`config.mk`:
```
export PLATFORM = sky130hd
export DESIGN_NAME = ctps_timer
export DESIGN_NICKNAME = d
export VERILOG_FILES = /design/src/rtl/ctps_pkg.sv /design/src/rtl/ctps_timer.sv
export VERILOG_INCLUDE_DIRS = /design/src /design/src/rtl
export SDC_FILE = /design/constraint.sdc
export NUM_CORES = 1
export LEC_CHECK = 0
export BUFFER_PORTS_ARGS = -buffer_cell sky130_fd_sc_hd__buf_2
export CAP_MARGIN = 10
export CORE_MARGIN = 8
export CORE_UTILIZATION = 45
export DETAILED_ROUTE_END_ITERATION = 6
export PLACE_DENSITY = 0.63
export SLEW_MARGIN = 5
export SYNTH_ARGS = -nofsm -noshare
export SYNTH_HDL_FRONTEND = slang
export SYNTH_SLANG_ARGS = --single-unit
```
`constraint.sdc`:
```
create_clock -name MCLK_I -period 4.3 [get_ports MCLK_I]
set_clock_uncertainty 0.15 [all_clocks]
set_input_delay 0.86 -clock MCLK_I [delete_from_list [all_inputs] [get_ports MCLK_I]]
set_output_delay 0.86 -clock MCLK_I [all_outputs]
set_load 0.02 [all_outputs]
```
`src/rtl/ctps_params.svh`:
```
/*
 * constants for the capture timer with postscaler: addresses, fields,
 * reset values, prescale and time-format limits.
 * assumes inclusion by the timer module and the bench, not by ctps_pkg.sv.
 */
`ifndef CTPS_PARAMS_SVH
`define CTPS_PARAMS_SVH
`define CTPS_A_LOAD 32'hFFFF0320
`define CTPS_A_VAL 32'hFFFF0324
`define CTPS_A_CTRL 32'hFFFF0328
`define CTPS_A_CLR 32'hFFFF032C
`define CTPS_A_CAP 32'hFFFF0330
`define CTPS_RST_LOAD 32'h00000000
`define CTPS_RST_VAL 32'h0FFFFFFF
`define CTPS_RST_CTRL 32'h01000000
`define CTPS_RST_CAP 32'h00000000
`define CTPS_RST_POST 8'h01
`define CTPS_ZERO32 32'h00000000
`define CTPS_FULL32 32'hFFFFFFFF
`define CTPS_FMT_BIN 2'h0
`define CTPS_FMT_T23 2'h2
`define CTPS_FMT_T255 2'h3
`define CTPS_HMAX23 8'h17
`define CTPS_HMAX255 8'hFF
`define CTPS_MS_MAX 8'h3B
`define CTPS_HUND_MAX 8'h63
`define CTPS_PS_D1 4'h0
`define CTPS_PS_D16 4'h4
`define CTPS_PS_D256 4'h8
`define CTPS_PS_D32K 4'hF
`define CTPS_PM_D1 15'h0000
`define CTPS_PM_D16 15'h000F
`define CTPS_PM_D256 15'h00FF
`define CTPS_PM_D32K 15'h7FFF
`define CTPS_SRC_LP 2'h0
`define CTPS_SRC_DIV 2'h1
`define CTPS_SRC_REF 2'h2
`define CTPS_SRC_PIN 2'h3
`define CTPS_NSRC 18
`endif

```
`src/rtl/ctps_pkg.sv`:
```
/*
 * types for the capture timer with postscaler.
 * needs no include file; ctps_params.svh is not used here.
 */
package ctps_pkg;
    typedef struct packed {
        logic [7:0] post_tgt;
        logic post_en;
        logic [2:0] rsvd;
        logic post_flag;
        logic irq_src_post;
        logic cap_en;
        logic [4:0] cap_sel;
        logic rsvd11;
        logic [1:0] clk_sel;
        logic dir_up;
        logic run;
        logic periodic;
        logic [1:0] fmt;
        logic [3:0] presc;
    } ctps_ctrl_t;
    typedef struct packed {
        logic valid;
        logic write;
        logic [31:0] addr;
    } ctps_aph_t;
endpackage

```
`src/rtl/ctps_timer.sv`:
```
/*
 * capture timer with postscaler: AHB-Lite slave, clock source select,
 * prescaler, binary or time-format up/down counter, postscaler,
 * event capture and timer interrupt request.
 * assumes one clock MCLK_I; source pins are asynchronous and are
 * synchronised here; interrupt lines and enables come from MCLK_I logic.
 */
// Behaviour
// [RULE1] free-run restarts at max or min
// [RULE2] periodic restarts from reload value
// [RULE3] overflow reloads counter from reload value
// [RULE4] interrupt on each zero or full scale
// [RULE5] any write to clear drops interrupt
// [RULE6] count readable anytime, counting undisturbed
// [RULE7] bit 7 runs timer, default stopped
// [RULE8] bit 8 selects up, default down
// [RULE9] bit 6 selects periodic, default free-run
// [RULE10] bits 10:9 choose counting clock source
// [RULE11] prescale source by 1,16,256,32768
// [RULE12] binary or hours:minutes:seconds:hundredths count
// [RULE13] first selected source assertion captures count
// [RULE14] capture only from enabled interrupt sources
// [RULE15] bit 17 capture enable, bits 16:12 select
// [RULE16] event numbers map to peripheral sources
// [RULE17] postscaler target 1-256, reads current count; code takes 1-255, a write of 0 sets 1
// [RULE18] bit 23 enables postscaler timeout counting
// [RULE19] bit 18 picks postscaler interrupt source
// [RULE20] bit 19 flags postscaler match
// [RULE21] lp or pin source counts in sleep
// [RULE22] software loads reload before control, zeros
// [RULE23] prescale codes 0000,0100,1000,1111
// [RULE24] format codes binary, 23h, 255h
// [RULE25] interrupt sticky, set beats clear
// [RULE26] postscaler count restarts at target
`timescale 1ns/10ps
`include "ctps_params.svh"
module ctps_timer
    import ctps_pkg::*;
(
    input wire logic MCLK_I,
    input wire logic RST_B_I,
    input wire logic HSEL_I,
    input wire logic [31:0] HADDR_I,
    input wire logic [1:0] HTRANS_I,
    input wire logic HWRITE_I,
    input wire logic [2:0] HSIZE_I,
    input wire logic [31:0] HWDATA_I,
    input wire logic HREADY_I,
    output logic [31:0] HRDATA_O,
    output logic HREADYOUT_O,
    output logic HRESP_O,
    input wire logic LP_OSC_I,
    input wire logic REF_CLK_I,
    input wire logic EXTERNAL_COUNT_PIN_I,
    input wire logic [2:0] CORE_CLOCK_DIVIDER_I,
    input wire logic CORE_SLEEP_I,
    input wire logic [`CTPS_NSRC-1:0] IRQ_LINES_I,
    input wire logic [`CTPS_NSRC-1:0] IRQ_ENABLE_I,
    output logic TMR_IRQ_O
);
    function automatic logic [14:0] presc_max(input logic [3:0] code);
        case (code)
            `CTPS_PS_D16: presc_max = `CTPS_PM_D16;
            `CTPS_PS_D256: presc_max = `CTPS_PM_D256;
            `CTPS_PS_D32K: presc_max = `CTPS_PM_D32K;
            default: presc_max = `CTPS_PM_D1;
        endcase
    endfunction
    function automatic logic [7:0] hour_max(input logic [1:0] fmt);
        hour_max = (fmt == `CTPS_FMT_T23) ? `CTPS_HMAX23 : `CTPS_HMAX255;
    endfunction
    function automatic logic is_time(input logic [1:0] fmt);
        is_time = (fmt == `CTPS_FMT_T23) || (fmt == `CTPS_FMT_T255);
    endfunction
    function automatic logic [31:0] full_scale(input logic [1:0] fmt);
        if (is_time(fmt)) begin
            full_scale = {hour_max(fmt), `CTPS_MS_MAX, `CTPS_MS_MAX, `CTPS_HUND_MAX};
        end else begin
            full_scale = `CTPS_FULL32;
        end
    endfunction
    // one step of the time-format count, with carry or borrow
    function automatic logic [31:0] tm_step(input logic [31:0] v, input logic up, input logic [7:0] hmax);
        logic [31:0] r;
        logic carry;
        logic [7:0] lim;
        r = v;
        carry = 1'b1;
        for (int i = 0; i < 4; i++) begin
            lim = (i == 0) ? `CTPS_HUND_MAX : ((i == 3) ? hmax : `CTPS_MS_MAX);
            if (carry) begin
                if (up) begin
                    if (r[i*8+:8] >= lim) begin
                        r[i*8+:8] = 8'h00;
                    end else begin
                        r[i*8+:8] = r[i*8+:8] + 8'h01;
                        carry = 1'b0;
                    end
                end else begin
                    if (r[i*8+:8] == 8'h00) begin
                        r[i*8+:8] = lim;
                    end else begin
                        r[i*8+:8] = r[i*8+:8] - 8'h01;
                        carry = 1'b0;
                    end
                end
            end
        end
        tm_step = r;
    endfunction

    ctps_ctrl_t ctrl_r;
    ctps_aph_t aph_r;
    logic [31:0] load_r;
    logic [31:0] cnt_r;
    logic [31:0] cap_r;
    logic [7:0] post_cnt_r;
    logic irq_r;
    logic [31:0] hrdata_r;
    logic [2:0] lp_s_r;
    logic [2:0] ref_s_r;
    logic [2:0] pin_s_r;
    logic [6:0] div_cnt_r;
    logic [14:0] pre_cnt_r;
    logic cnt_tick_r;
    logic evt_prev_r;
    logic aph_take;
    logic wr_load;
    logic wr_ctrl;
    logic wr_clr;
    logic [6:0] div_mask;
    logic lp_edge;
    logic ref_edge;
    logic pin_edge;
    logic div_edge;
    logic src_tick;
    logic at_end;
    logic timeout;
    logic post_hit;
    logic irq_evt;
    logic evt_now;
    logic cap_evt;
    logic [31:0] restart_val;
    logic [31:0] cnt_nxt;
    logic [31:0] rd_nxt;
    logic [7:0] post_tgt_wr;
    ctps_ctrl_t ctrl_wr;
    // bus address phase and decode
    assign aph_take = HSEL_I && HTRANS_I[1] && HREADY_I;
    assign wr_load = aph_r.valid && aph_r.write && (aph_r.addr == `CTPS_A_LOAD);
    assign wr_ctrl = aph_r.valid && aph_r.write && (aph_r.addr == `CTPS_A_CTRL);
    assign wr_clr = aph_r.valid && aph_r.write && (aph_r.addr == `CTPS_A_CLR);

    always_ff @(posedge MCLK_I or negedge RST_B_I) begin
        if (!RST_B_I) begin
            aph_r <= '0;
        end else begin
            aph_r.valid <= aph_take;
            aph_r.write <= HWRITE_I;
            aph_r.addr <= HADDR_I;
        end
    end

    always_comb begin
        rd_nxt = `CTPS_ZERO32;
        case (HADDR_I)
            `CTPS_A_LOAD: rd_nxt = load_r;
            `CTPS_A_VAL: rd_nxt = cnt_r; // [RULE6]
            `CTPS_A_CTRL: rd_nxt = {post_cnt_r, ctrl_r[23:0]}; // [RULE17]
            `CTPS_A_CAP: rd_nxt = cap_r;
            default: rd_nxt = `CTPS_ZERO32;
        endcase
    end

    always_ff @(posedge MCLK_I or negedge RST_B_I) begin
        if (!RST_B_I) begin
            hrdata_r <= `CTPS_ZERO32;
            HREADYOUT_O <= 1'b0;
            HRESP_O <= 1'b0;
        end else begin
            HREADYOUT_O <= 1'b1;
            HRESP_O <= 1'b0;
            if (aph_take && !HWRITE_I) begin
                hrdata_r <= rd_nxt;
            end
        end
    end
    assign HRDATA_O = hrdata_r;
    // control and reload registers
    assign ctrl_wr = HWDATA_I;
    assign post_tgt_wr = (ctrl_wr.post_tgt == 8'h00) ? 8'h01 : ctrl_wr.post_tgt; // [RULE17]
    always_ff @(posedge MCLK_I or negedge RST_B_I) begin
        if (!RST_B_I) begin
            load_r <= `CTPS_RST_LOAD;
        end else if (wr_load) begin
            load_r <= HWDATA_I;
        end
    end

    always_ff @(posedge MCLK_I or negedge RST_B_I) begin
        if (!RST_B_I) begin
            ctrl_r <= `CTPS_RST_CTRL;
        end else begin
            if (wr_ctrl) begin
                ctrl_r <= HWDATA_I; // [RULE7] [RULE8] [RULE9] [RULE15] [RULE18] [RULE19]
                ctrl_r.post_tgt <= post_tgt_wr;
                ctrl_r.rsvd <= 3'h0; // [RULE22]
                ctrl_r.rsvd11 <= 1'b0;
                ctrl_r.post_flag <= post_hit;
            end else if (post_hit) begin
                ctrl_r.post_flag <= 1'b1; // [RULE20]
            end
        end
    end
    // source synchronisers and edges
    always_ff @(posedge MCLK_I or negedge RST_B_I) begin
        if (!RST_B_I) begin
            lp_s_r <= 3'h0;
            ref_s_r <= 3'h0;
            pin_s_r <= 3'h0;
        end else begin
            lp_s_r <= {lp_s_r[1:0], LP_OSC_I};
            ref_s_r <= {ref_s_r[1:0], REF_CLK_I};
            pin_s_r <= {pin_s_r[1:0], EXTERNAL_COUNT_PIN_I};
        end
    end
    assign lp_edge = lp_s_r[1] && !lp_s_r[2];
    assign ref_edge = ref_s_r[1] && !ref_s_r[2];
    assign pin_edge = pin_s_r[1] && !pin_s_r[2];
    // reference divided by two to the core clock divider
    assign div_mask = 7'((8'h01 << CORE_CLOCK_DIVIDER_I) - 8'h01);
    assign div_edge = ref_edge && ((div_cnt_r & div_mask) == div_mask);

    always_ff @(posedge MCLK_I or negedge RST_B_I) begin
        if (!RST_B_I) begin
            div_cnt_r <= 7'h00;
        end else if (ref_edge) begin
            div_cnt_r <= div_cnt_r + 7'h01;
        end
    end

    always_comb begin
        case (ctrl_r.clk_sel) // [RULE10]
            `CTPS_SRC_LP: src_tick = lp_edge; // [RULE21]
            `CTPS_SRC_DIV: src_tick = div_edge && !CORE_SLEEP_I;
            `CTPS_SRC_REF: src_tick = ref_edge && !CORE_SLEEP_I;
            `CTPS_SRC_PIN: src_tick = pin_edge; // [RULE21]
            default: src_tick = 1'b0;
        endcase
    end
    // prescaler
    always_ff @(posedge MCLK_I or negedge RST_B_I) begin
        if (!RST_B_I) begin
            pre_cnt_r <= 15'h0000;
            cnt_tick_r <= 1'b0;
        end else begin
            cnt_tick_r <= 1'b0;
            if (wr_ctrl) begin
                pre_cnt_r <= 15'h0000;
            end else if (src_tick && ctrl_r.run) begin
                if (pre_cnt_r >= presc_max(ctrl_r.presc)) begin // [RULE11] [RULE23]
                    pre_cnt_r <= 15'h0000;
                    cnt_tick_r <= 1'b1;
                end else begin
                    pre_cnt_r <= pre_cnt_r + 15'h0001;
                end
            end
        end
    end
    // counter
    assign at_end = ctrl_r.dir_up ? (cnt_r == full_scale(ctrl_r.fmt)) : (cnt_r == `CTPS_ZERO32);
    assign timeout = cnt_tick_r && ctrl_r.run && !wr_ctrl && at_end;

    always_comb begin
        if (ctrl_r.periodic) begin
            restart_val = load_r; // [RULE2] [RULE3]
        end else if (ctrl_r.dir_up) begin
            restart_val = `CTPS_ZERO32; // [RULE1]
        end else begin
            restart_val = full_scale(ctrl_r.fmt); // [RULE1]
        end
    end

    always_comb begin
        cnt_nxt = cnt_r;
        if (timeout) begin
            cnt_nxt = restart_val;
        end else if (is_time(ctrl_r.fmt)) begin
            cnt_nxt = tm_step(cnt_r, ctrl_r.dir_up, hour_max(ctrl_r.fmt)); // [RULE12] [RULE24]
        end else if (ctrl_r.dir_up) begin
            cnt_nxt = cnt_r + 32'h00000001;
        end else begin
            cnt_nxt = cnt_r - 32'h00000001;
        end
    end

    always_ff @(posedge MCLK_I or negedge RST_B_I) begin
        if (!RST_B_I) begin
            cnt_r <= `CTPS_RST_VAL;
        end else if (wr_ctrl && ctrl_wr.run && !ctrl_r.run) begin
            cnt_r <= ctrl_wr.periodic ? load_r : (ctrl_wr.dir_up ? `CTPS_ZERO32 : full_scale(ctrl_wr.fmt)); // [RULE7]
        end else if (cnt_tick_r && ctrl_r.run && !wr_ctrl) begin
            cnt_r <= cnt_nxt; // [RULE8]
        end
    end
    // postscaler, counts down the timeouts still to go
    assign post_hit = timeout && ctrl_r.post_en && (post_cnt_r <= 8'h01);
    always_ff @(posedge MCLK_I or negedge RST_B_I) begin
        if (!RST_B_I) begin
            post_cnt_r <= `CTPS_RST_POST;
        end else if (wr_ctrl) begin
            post_cnt_r <= post_tgt_wr;
        end else if (post_hit) begin
            post_cnt_r <= ctrl_r.post_tgt; // [RULE26]
        end else if (timeout && ctrl_r.post_en) begin
            post_cnt_r <= post_cnt_r - 8'h01; // [RULE18]
        end
    end
    // interrupt request
    assign irq_evt = ctrl_r.irq_src_post ? post_hit : timeout; // [RULE4] [RULE19]

    always_ff @(posedge MCLK_I or negedge RST_B_I) begin
        if (!RST_B_I) begin
            irq_r <= 1'b0;
        end else if (irq_evt) begin
            irq_r <= 1'b1; // [RULE25]
        end else if (wr_clr) begin
            irq_r <= 1'b0; // [RULE5]
        end
    end
    assign TMR_IRQ_O = irq_r;
    // event capture, selects past the last line see nothing
    assign evt_now = (ctrl_r.cap_sel < 5'(`CTPS_NSRC)) && // [RULE16]
        IRQ_LINES_I[ctrl_r.cap_sel] && IRQ_ENABLE_I[ctrl_r.cap_sel]; // [RULE14]
    assign cap_evt = ctrl_r.cap_en && evt_now && !evt_prev_r; // [RULE13] [RULE15]
    always_ff @(posedge MCLK_I or negedge RST_B_I) begin
        if (!RST_B_I) begin
            evt_prev_r <= 1'b0;
            cap_r <= `CTPS_RST_CAP;
        end else begin
            evt_prev_r <= evt_now;
            if (cap_evt) begin
                cap_r <= cnt_r; // [RULE13]
            end
        end
    end
endmodule

```
==> out/metrics.cfg <==
[timing]
timing.final.crit_share = 0.864
finalMaxSlewViolations = 0
hold_viol_final = 0
maxSlewHeadroom = 0.167
worstMarginPinSlew_ns = 1.25
period_minus_slack_ns = 3.72
setup_viol = 0
timing.fmax_ghz = 0.269
finalSetupTns_ns = 0
grt_setup_unrepaired = false

[clock_network]
cts_root_buffer = clkbuf_16
cts_buffers = 26
hold_buffers = 0
cts.sinks = 233
clockBufferDepth = 3
htreeDepth = 1
post-cts-setup-buffer-count = 0
post_cts_resized = 0
cts_tree = yes
insertion_delay_ns = 0.54
clk_pin_slew_worst_paths_ns = 0.06

[logic_synthesis]
yosysSeqAreaShare = 0.394
syn_area_per_cell_um2 = 8.83
synth_cell_types = 85
synth_nets = 1868
yosysWarnings = 0
synth-edff-count = 0
synth_ff_type = dfrtp_1
async_reset_ff_frac = 1.00
syn-instance-count = 1684
synth.cell_area_mm2 = 0.0149
synth-seq-cells = 233

[setup_path]
cp-startpoint = ctrl_r[8]$_DFFE_PN0P_
reg2reg_depth = 12
cp_max_fo = 29
critical_path_class = flop to flop
crit_arrival_ns = 3.99
start_kind = flop
r2r_start = ctrl_r[8]$_DFFE_PN0P_
r2r_slack_ns = 0.58
cp-end-kind = flop
endpoint = cnt_r[28]$_DFFE_PN0P_
reg2reg_to = cnt_r[28]$_DFFE_PN0P_
crit_required_ns = 4.58

[cells_and_area]
drive_gt1_frac = 0.196
multiInputGateArea_mm2 = 0.00839
final_cell_mix = nand2_1 (228), dfrtp_1 (203), buf_2 (145)
post_layout_nonfiller_instances = 2248
mostFrequentLayoutCell = nand2_1
fin_util = 0.521
syn_to_final_growth_pct = 13.9
fin_nets = 1969
nFillCells = 3099
regArea_mm2 = 0.00587
fin_area_mm2 = 0.0170

[routing]
drtIter0Drc = 1066
antenna_left = 0
vias_per_cell = 6.01
dr.pass1.iters = 5
wl_um = 45900
post_drt_wl_per_cell_um = 20.4
drc_errors = 0
via_count = 13500

[power_and_ir_drop]
pwr-share-seq = 0.471
switchingPower_mw = 1.13
internal-power_mw = 3.84
p_clk_frac = 0.477
cellLeakagePower_nw = 7.57
combPwrFrac = 0.052
powerDensity_mw_per_mm2 = 293
irDropWorstVdd_uv = 328
power_mw = 4.98
switching_share = 0.227

[grt]
grt_pass1_wl_um = 73000
first_global_vias = 13200
grt_antenna_before_repair = 2
grt_max_degree = 109
track_usage = 0.231
grt_overflow = 0

[die]
die_w_um = 198
num_rows = 66
dieArea_mm2 = 0.0391
start_util = 0.457
fp.dieH_um = 198
coreArea_mm2 = 0.0325
io_pins = 152

[worst_hold_path]
hp-class = flop to flop

[place]
dp_cells = 2199
port_buffers = 146
gp_congestion = 0.916
post-dp-hpwl_um = 34100
place_area_mm2 = 0.0160

[status]
status = complete, no violations

[run]
max-cap-violations = 0

==> logic make-up after synthesis <==
group                      Yosys count  share of synthesized area
AOI/OAI and AO/OA                  514                      0.227
xor gates and xnor gates            55                     0.0324
adders and majority gates           67                     0.0568
buffers and inverters              155                     0.0431
DFF                                233                      0.394
muxes                               72                     0.0547
other                                2                   0.000505
and+or+nand+nor                    586                      0.191
==> sequential cells by signal, summed over array words and instances, names as in the netlist <==
signal       count
ref_s_r          3
cnt_tick_r       1
post_cnt_r       8
HRDATA_O        32
load_r          32
aph_r           34
ctrl_r          28
div_cnt_r        7
cap_r           32
evt_prev_r       1
lp_s_r           3
TMR_IRQ_O        1
HREADYOUT_O      1
pre_cnt_r       15
pin_s_r          3
cnt_r           32
==> worst max-delay path, stage by stage, from the launching register on <==
cell	delay, ns
dfrtp_1	0.38
clkinv_1	0.06
buf_4	0.33
ha_1	0.35
o211ai_1	0.24
or3_1	0.14
a21oi_1	0.04
or3_1	0.43
a31oi_1	0.59
o31ai_1	0.19
xnor2_1	0.17
and3_1	0.21
o41ai_2	0.32
==> cell type report <==
cell class,count,area share
antenna,2,0.000295
clock buffer,33,0.0417
clock inverter,14,0.0123
inverter,42,0.00930
multi-input combinational,1296,0.495
sequential,233,0.346
tap,442,0.0326
timing repair buffer,186,0.0629
==> cell usage after synthesis, types with 6 or more instances <==
library cell / number / area share
dfstp_2: 30 / 0.053
dfrtp_1: 203 / 0.34
xor2_1: 26 / 0.015
nor3b_1: 12 / 0.0061
o21bai_1: 6 / 0.0030
o41ai_1: 8 / 0.0047
nand2b_1: 6 / 0.0025
o211ai_1: 36 / 0.018
a22o_1: 27 / 0.016
o31ai_1: 9 / 0.0045
ha_1: 66 / 0.056
a31oi_1: 11 / 0.0046
o221ai_1: 8 / 0.0047
and3_1: 23 / 0.0097
a21oi_1: 116 / 0.039
xnor2_1: 29 / 0.017
buf_2: 11 / 0.0037
o21ai_0: 139 / 0.047
nand3_1: 59 / 0.020
mux2_2: 65 / 0.049
a21o_1: 32 / 0.016
a22oi_1: 6 / 0.0030
nor2b_1: 12 / 0.0050
a211oi_1: 21 / 0.011
nand4_1: 27 / 0.011
nor4_1: 13 / 0.0055
nor3_1: 39 / 0.013
inv_1: 42 / 0.011
clkbuf_1: 90 / 0.023
nand2_1: 228 / 0.058
or3_1: 9 / 0.0038
nor2_1: 118 / 0.030
o22ai_1: 8 / 0.0034
o21ai_1: 6 / 0.0020
mux2i_1: 6 / 0.0040
a221oi_1: 30 / 0.018
==> worst min-delay path by stage <==
stage,startpoint,endpoint,cells after the start
final,pin_s_r[0]$_DFF_PN0_,pin_s_r[1]$_DFF_PN0_,0
after global routing,pin_s_r[0]$_DFF_PN0_,pin_s_r[1]$_DFF_PN0_,0
after CTS,pin_s_r[0]$_DFF_PN0_,pin_s_r[1]$_DFF_PN0_,0
after detailed placement,pin_s_r[0]$_DFF_PN0_,pin_s_r[1]$_DFF_PN0_,0
after global placement,ref_s_r[0]$_DFF_PN0_,ref_s_r[1]$_DFF_PN0_,0
after floorplan,lp_s_r[0]$_DFF_PN0_,lp_s_r[1]$_DFF_PN0_,0
==> stage by stage <==
stage | setup slack (ns) | hold WS [ns]
after floorplan | 0.391 | 0.181
final | 0.583 | 0.196
after global routing | 0.352 | 0.211
after detailed placement | 0.266 | 0.186
after global placement | 0.301 | 0.185
after CTS | 0.597 | 0.199
==> metal layers <==
metal  share of wire  wire length, µm  vias to the layer above  track usage
li1                -                -                     6405            -
met1            0.46            20900                     6639        0.327
met2            0.46            21100                      411        0.362
met3           0.065             3010                       59       0.0377
met4           0.019              867                        0       0.0589
met5               0                0                        -            0
==> power by group through the flow <==
| stage | combinational [mW] | clock (mW) | sequential (mW) |
|---|---|---|---|
| after detailed placement | 0.263 | 0 | 2.38 |
| after global placement | 0.255 | 0 | 2.38 |
| final | 0.260 | 2.37 | 2.34 |
| after floorplan | 0.123 | 0 | 2.35 |
| after global routing | 0.296 | 2.49 | 2.35 |
| after CTS | 0.264 | 2.41 | 2.34 |
(Power assumes the default switching activity.)
